## config.mk

```make
export PLATFORM = sky130hd
export DESIGN_NAME = lpm_ctrl
export DESIGN_NICKNAME = d
export VERILOG_FILES = /design/src/lpm_ctrl.v /design/src/lpm_timer.v /design/src/lpm_pulse_filter.v
export VERILOG_INCLUDE_DIRS = /design/src
export SDC_FILE = /design/constraint.sdc
export NUM_CORES = 1
export LEC_CHECK = 0
export ABC_CLOCK_PERIOD_IN_PS = 5000
export BUFFER_PORTS_ARGS = -buffer_cell sky130_fd_sc_hd__buf_2
export CAP_MARGIN = 20
export CORE_ASPECT_RATIO = 0.7
export CORE_UTILIZATION = 35
export CTS_CLUSTER_DIAMETER = 100
export CTS_CLUSTER_SIZE = 25
export DETAILED_ROUTE_END_ITERATION = 16
export PLACE_DENSITY = 0.49
export SETUP_SLACK_MARGIN = 0.3
export SYNTH_ARGS = -nofsm -noshare
export SYNTH_HDL_FRONTEND = slang
export SYNTH_SLANG_ARGS = --single-unit
export TNS_END_PERCENT = 1
```

## constraint.sdc

```tcl
create_clock -name clock -period 5 [get_ports clock]
set_clock_uncertainty 0.05 [all_clocks]
set_input_delay 1 -clock clock [delete_from_list [all_inputs] [get_ports clock]]
set_output_delay 1 -clock clock [all_outputs]
set_load 0.02 [all_outputs]
```

## src/lpm_defines.vh

```
/*
 defines for the led pump mode and enable controller: timing, mode codes,
 dimming counter limits. assumes a 20 MHz system clock.
*/
`ifndef LPM_DEFINES_VH
`define LPM_DEFINES_VH
`define LPM_CLK_HZ 20000000
`define LPM_SHDN_TIME_US 1500
`define LPM_SHDN_CYC ((`LPM_SHDN_TIME_US * (`LPM_CLK_HZ / 1000000)))
`define LPM_FILT_TIME_US 120
`define LPM_FILT_CYC ((`LPM_FILT_TIME_US * (`LPM_CLK_HZ / 1000000)))
`define LPM_TLO_MIN_NS 200
`define LPM_TLO_MIN_CYC ((`LPM_TLO_MIN_NS * (`LPM_CLK_HZ / 1000000) + 999) / 1000)
`define LPM_MODE_1X 2'h0
`define LPM_MODE_1P33X 2'h1
`define LPM_MODE_1P5X 2'h2
`define LPM_MODE_2X 2'h3
`define LPM_DIM_FULL 5'h00
`define LPM_DIM_ZERO 5'h1F
`endif

```

## src/lpm_ctrl.v

```verilog
/*
 enable, shutdown, dimming and pump gain mode control of a three channel led driver.
 assumes all inputs synchronous to clock; undervoltage and regulation flags come from analog comparators.
*/
// Notes on behaviour
// - first rise of enable from shutdown enables device at full-scale current
// - enable low continuously 1.5ms forces shutdown; host must hold it that long
// - undervoltage forces shutdown and disables all channels regardless of enable
// - in shutdown all three led sinks are high impedance, zero current
// - in shutdown the current-set pin is released to high impedance
// - after power-up the pump starts in 1x mode
// - while regulation is met and supply is not sufficient for 1x, mode stays unchanged
// - failing regulation in 1x steps to 1.33x after 120us filter
// - same delayed step 1.33x to 1.5x to 2x; 2x is top
// - sufficient supply returns directly to 1x from any mode
// - each enable rising edge while enabled lowers current by one thirty-first step
// - thirty-first pulse gives zero current, next wraps to full scale
// - lows shorter than 200ns are filtered and ignored
`timescale 1ns/1ps
`include "lpm_defines.vh"
module lpm_ctrl #(
	parameter SHDN_CYC = `LPM_SHDN_CYC,
	parameter FILT_CYC = `LPM_FILT_CYC
) (
	input wire clock,
	input wire sys_rst,
	input wire enable_dimming_input,
	input wire uvlo_active,
	input wire regulation_ok,
	input wire supply_sufficient_1x,
	output reg [1:0] pump_mode_ff,
	output reg [4:0] dim_level_ff,
	output reg device_enabled_ff,
	output reg led_sink_output_a_oe_ff,
	output reg led_sink_output_b_oe_ff,
	output reg led_sink_output_c_oe_ff,
	output reg current_set_resistor_pin_oe_ff
);
	localparam ST_SHDN = 1'b0;
	localparam ST_RUN = 1'b1;

	reg state_ff;
	reg nxt_state;
	reg [1:0] nxt_pump_mode;
	reg [4:0] nxt_dim_level;
	wire en_level;
	wire en_rise;
	wire shdn_done;
	wire filt_done;
	wire filt_run;

	// low-time filter on the wire
	lpm_pulse_filter #(
		.MIN_LOW(`LPM_TLO_MIN_CYC)
	) u_filter (
		.clock(clock),
		.sys_rst(sys_rst),
		.raw_in(enable_dimming_input),
		.level_ff(en_level),
		.rise_ff(en_rise)
	);

	// long low detector
	lpm_timer #(
		.WIDTH(24),
		.LIMIT(SHDN_CYC[23:0])
	) u_shdn_timer (
		.clock(clock),
		.sys_rst(sys_rst),
		.run(!enable_dimming_input && state_ff == ST_RUN),
		.done_ff(shdn_done)
	);

	// mode filter, runs only while enabled and out of regulation
	assign filt_run = (state_ff == ST_RUN) && !uvlo_active && !regulation_ok && !supply_sufficient_1x &&
		(pump_mode_ff != `LPM_MODE_2X) && !filt_done;
	lpm_timer #(
		.WIDTH(16),
		.LIMIT(FILT_CYC[15:0])
	) u_filt_timer (
		.clock(clock),
		.sys_rst(sys_rst),
		.run(filt_run),
		.done_ff(filt_done)
	);

	always @* begin
		nxt_state = state_ff;
		nxt_pump_mode = pump_mode_ff;
		nxt_dim_level = dim_level_ff;
		case (state_ff)
			ST_SHDN: begin
				if (en_rise && !uvlo_active) begin
					nxt_state = ST_RUN;
					nxt_pump_mode = `LPM_MODE_1X;
					nxt_dim_level = `LPM_DIM_FULL;
				end
			end
			ST_RUN: begin
				if (uvlo_active || shdn_done) begin
					nxt_state = ST_SHDN;
				end else begin
					if (en_rise)
						nxt_dim_level = (dim_level_ff == `LPM_DIM_ZERO) ? `LPM_DIM_FULL :
							dim_level_ff + 5'h01;
					if (supply_sufficient_1x)
						nxt_pump_mode = `LPM_MODE_1X;
					else if (filt_done && !regulation_ok && pump_mode_ff != `LPM_MODE_2X)
						nxt_pump_mode = pump_mode_ff + 2'h1;
					// regulation met: no change
				end
			end
			default: begin
				nxt_state = ST_SHDN;
			end
		endcase
	end

	always @(posedge clock) begin
		if (sys_rst) begin
			state_ff <= ST_SHDN;
			pump_mode_ff <= `LPM_MODE_1X;
			dim_level_ff <= `LPM_DIM_FULL;
			device_enabled_ff <= 1'b0;
			led_sink_output_a_oe_ff <= 1'b0;
			led_sink_output_b_oe_ff <= 1'b0;
			led_sink_output_c_oe_ff <= 1'b0;
			current_set_resistor_pin_oe_ff <= 1'b0;
		end else begin
			state_ff <= nxt_state;
			pump_mode_ff <= nxt_pump_mode;
			dim_level_ff <= nxt_dim_level;
			device_enabled_ff <= nxt_state;
			led_sink_output_a_oe_ff <= nxt_state;
			led_sink_output_b_oe_ff <= nxt_state;
			led_sink_output_c_oe_ff <= nxt_state;
			current_set_resistor_pin_oe_ff <= nxt_state;
		end
	end
endmodule

```

## src/lpm_timer.v

```verilog
/*
 saturating cycle counter with a terminal flag.
 assumes run is synchronous to clock; clearing run restarts the count.
*/
`timescale 1ns/1ps
module lpm_timer #(
	parameter WIDTH = 16,
	parameter [WIDTH-1:0] LIMIT = 16'h0001
) (
	input wire clock,
	input wire sys_rst,
	input wire run,
	output reg done_ff
);
	reg [WIDTH-1:0] cnt_ff;
	always @(posedge clock) begin
		if (sys_rst || !run) begin
			cnt_ff <= {WIDTH{1'b0}};
			done_ff <= 1'b0;
		end else if (cnt_ff != LIMIT) begin
			cnt_ff <= cnt_ff + {{(WIDTH-1){1'b0}}, 1'b1};
			done_ff <= (cnt_ff == LIMIT - {{(WIDTH-1){1'b0}}, 1'b1});
		end
	end
endmodule

```

## src/lpm_pulse_filter.v

```verilog
/*
 low-time filter for the enable/dimming wire.
 assumes the input is synchronous; a low shorter than MIN_LOW cycles is ignored.
*/
`timescale 1ns/1ps
module lpm_pulse_filter #(
	parameter MIN_LOW = 4
) (
	input wire clock,
	input wire sys_rst,
	input wire raw_in,
	output reg level_ff,
	output reg rise_ff
);
	reg [7:0] low_cnt_ff;
	always @(posedge clock) begin
		if (sys_rst) begin
			level_ff <= 1'b0;
			rise_ff <= 1'b0;
			low_cnt_ff <= 8'h00;
		end else begin
			rise_ff <= 1'b0;
			if (raw_in) begin
				low_cnt_ff <= 8'h00;
				if (!level_ff) begin
					level_ff <= 1'b1;
					rise_ff <= 1'b1;
				end
			end else if (low_cnt_ff != 8'hFF) begin
				low_cnt_ff <= low_cnt_ff + 8'h01;
				if (low_cnt_ff == MIN_LOW[7:0] - 8'h01)
					level_ff <= 1'b0;
			end
		end
	end
endmodule

```

==> results.cfg <==
[floorplan]
dieArea_mm2 = 0.00874
initial_utilization_pct = 36.7
io_pins = 18
die_w_um = 111
fp.dieH_um = 78.5
core_area_mm2 = 0.00797
rows = 27

[setup_path]
crit_fanout = 17
critical_path_class = in -> reg
reg2reg_to = u_filt_timer.done_ff$_SDFFE_PP0P_
r2r_slack_ns = 3.06
crit_arrival_ns = 2.40
cp.required_ns = 5.16
cp-start-kind = input port
reg2reg_depth = 3
regToRegStartpoint = state_ff$_SDFF_PP0_
setup.worst_path.end_class = register

[outcome]
violations = design-rule violations
status = finished, violations left

[job]
max_cap_viol_count = 0

[pwr]
seqPwrFrac_pct = 41.9
internal_power_w = 0.000934
combPwrFrac_pct = 1.5
vdd_drop_max_mv = 0.164
powerDensity_mw_per_mm2 = 342
switching_share_pct = 19.1
p_leak_nw = 1.13
clockPowerShare_pct = 56.5
p_sw_w = 0.000220

[sta]
rsz0062_at_grt = no
setup_violations = 0
hold_violations = 0
slew_violations = 0
finalCritPeriodShare_pct = 44.9
tightest_slew_ns = 0.832
max-slew-margin-rel_pct = 44.4
finalCriticalPeriod_ns = 2.24
whs_ns = 0.394
setup_tns_ns = 0
max_freq_mhz = 445

[final_layout]
n_antenna_cell = 0
final_area_mm2 = 0.00338
layout-drive-gt1-share_pct = 11.7
fillCellCount = 788
synthToLayoutAreaGrowth_pct = 15.4
fin_nets = 370

[hold_path]
hold_end = u_filter.rise_ff$_SDFF_PP0_
worst_hold_path_type = reg -> reg
holdPathStages = 1
min_from = u_filter.level_ff$_SDFFE_PP0P_

[global_route]
met3_usage_pct = 4.71
grt_pass1_wl_um = 10600
grtUsageMet2_pct = 20.1
grt_max_degree = 24
grtUsageMet1_pct = 22.1
grt_usage_pct = 15.4
grt_busiest_layer = met1
gr-total-overflow = 0
antenna_found_initial = 0
grt_pass1_vias = 2194

[synthesis]
ys_seq_area_share_pct = 41.0
synth.area.top_cells = dfxtp_1 41%, xor2_1 5.4%, nor2_1 5.3%
yosysUniqueCellTypes = 50
syn_inst = 342
synth_common_cells = 60 x dfxtp_1, 41 x nor2_1, 23 x nand2_1
avgSynthCellArea_um2 = 8.56
yosysWarnings = 0
ys_ff_latch = 60
post-synth-top-count-cell = dfxtp_1
syn_area_mm2 = 0.00293
async_flop_share_pct = 0
synth_edf_count = 0
synth_top_cell_area_share_pct = 41.0
synth_top_area_cell = dfxtp_1
synth_ff_type = dfxtp_1
syn_nets = 357

[clock_tree]
clock_latency_ns = 0.33
clk_pin_slew_ns = 0.05
cts_root_buffer = clkbuf_16
hold_buffers = 0
post_cts_resize_count = 0
cts.sinks = 60
post_cts_buffers = 0
clock_path_buffers = 2
cts_max_level = 3
cts_tree = yes
cts-buffers-inserted = 9

[routing]
viasPerCell = 5.18
drt_iter0_drc = 137
firstDrtPassIters = 10
wirelength_um = 6130
wl_per_cell_um = 13.3
via_count = 2389
drc = 4
ant_nets = 0

[place]
place_area_mm2 = 0.00306
gp_congestion = 0.750
dp_hpwl_um = 4320
portBuffers = 17
[layout by cell type, fill, tap and decap left out, types with 9 or more instances in the layout]
cell and instances:
nand2_1 23, nand3_1 11, nand4_1 13, or3_1 9
inv_1 14, nor3_1 10, dfxtp_1 60, nor2_1 41
xor2_1 18, buf_2 17, clkbuf_16 9, o21ai_0 16
a21oi_1 21, ha_1 9
[worst max-delay path by stage]
stage,startpoint,depth (start not counted),to,slack [ns]
floorplan,uvlo_active,4,dim_level_ff[3]$_SDFFE_PP0P_,2.90
global placement,sys_rst,5,u_filt_timer.done_ff$_SDFFE_PP0P_,2.51
detailed placement,sys_rst,5,u_filt_timer.done_ff$_SDFFE_PP0P_,2.42
CTS,sys_rst,5,u_filt_timer.done_ff$_SDFFE_PP0P_,2.75
global route,sys_rst,5,u_filt_timer.done_ff$_SDFFE_PP0P_,2.61
finish,sys_rst,5,u_filt_timer.done_ff$_SDFFE_PP0P_,2.76
[cells by family after synthesis]
logic type / Yosys count / synth area share (%)
compound gates: 53 / 10.5
xor+xnor: 23 / 6.88
fa+ha+maj: 9 / 3.85
buf+inv: 29 / 4.44
flops: 60 / 41.0
mux: 4 / 1.37
simple gates: 164 / 31.9
[through the flow]
stage / power (W) / util (%) / setup slack, ns / std cells
after global routing: 0.00119 / 42.4 / 2.61 / 461
final: 0.00115 / 42.4 / 2.76 / 461
after global placement: 0.000511 / 38.4 / 2.51 / 445
after floorplan: 0.000506 / - / 2.90 / 342
after CTS: 0.00117 / 42.4 / 2.75 / 461
after detailed placement: 0.000511 / 38.4 / 2.42 / 445
[worst max-delay path: stages]
cell and delay, ns:
buf_2 0.18, nor2_1 0.11, nand2_1 0.05, or3_1 0.62, nor4b_1 0.43
[routing by layer]
metal,vias to the layer above,wire (um)
li1,1246,-
met2,40,2210
met4,0,108
met5,-,0
met3,12,283
met1,1091,3530
[power groups by stage]
stage	clock, W	combinational [W]	sequential [W]
after detailed placement	0	0.0000178	0.000493
after floorplan	0	0.0000126	0.000493
after global placement	0	0.0000177	0.000493
after CTS	0.000672	0.0000179	0.000483
final	0.000653	0.0000178	0.000484
after global routing	0.000691	0.0000196	0.000484
[flip-flops by register name (all words and copies together), names as in the netlist]
signal,flops
pump_mode_ff,2
dim_level_ff,5
state_ff,1
u_filt_timer.cnt_ff,16
u_shdn_timer.cnt_ff,24
u_filter.low_cnt_ff,8
u_filt_timer.done_ff,1
u_filter.level_ff,1
u_shdn_timer.done_ff,1
u_filter.rise_ff,1
[cell type report]
| type | count | area [um^2] | share of cell area [%] |
|---|---|---|---|
| clock buffer | 11 | 243 | 7.18 |
| tap | 101 | 126 | 3.74 |
| inverter | 14 | 52.6 | 1.55 |
| timing repair buffer | 17 | 85.1 | 2.52 |
| sequential | 60 | 1200 | 35.5 |
| clock inverter | 5 | 75.1 | 2.22 |
| multi-input combinational | 253 | 1600 | 47.2 |
Note: power is estimated with default switching activity, not from simulation.
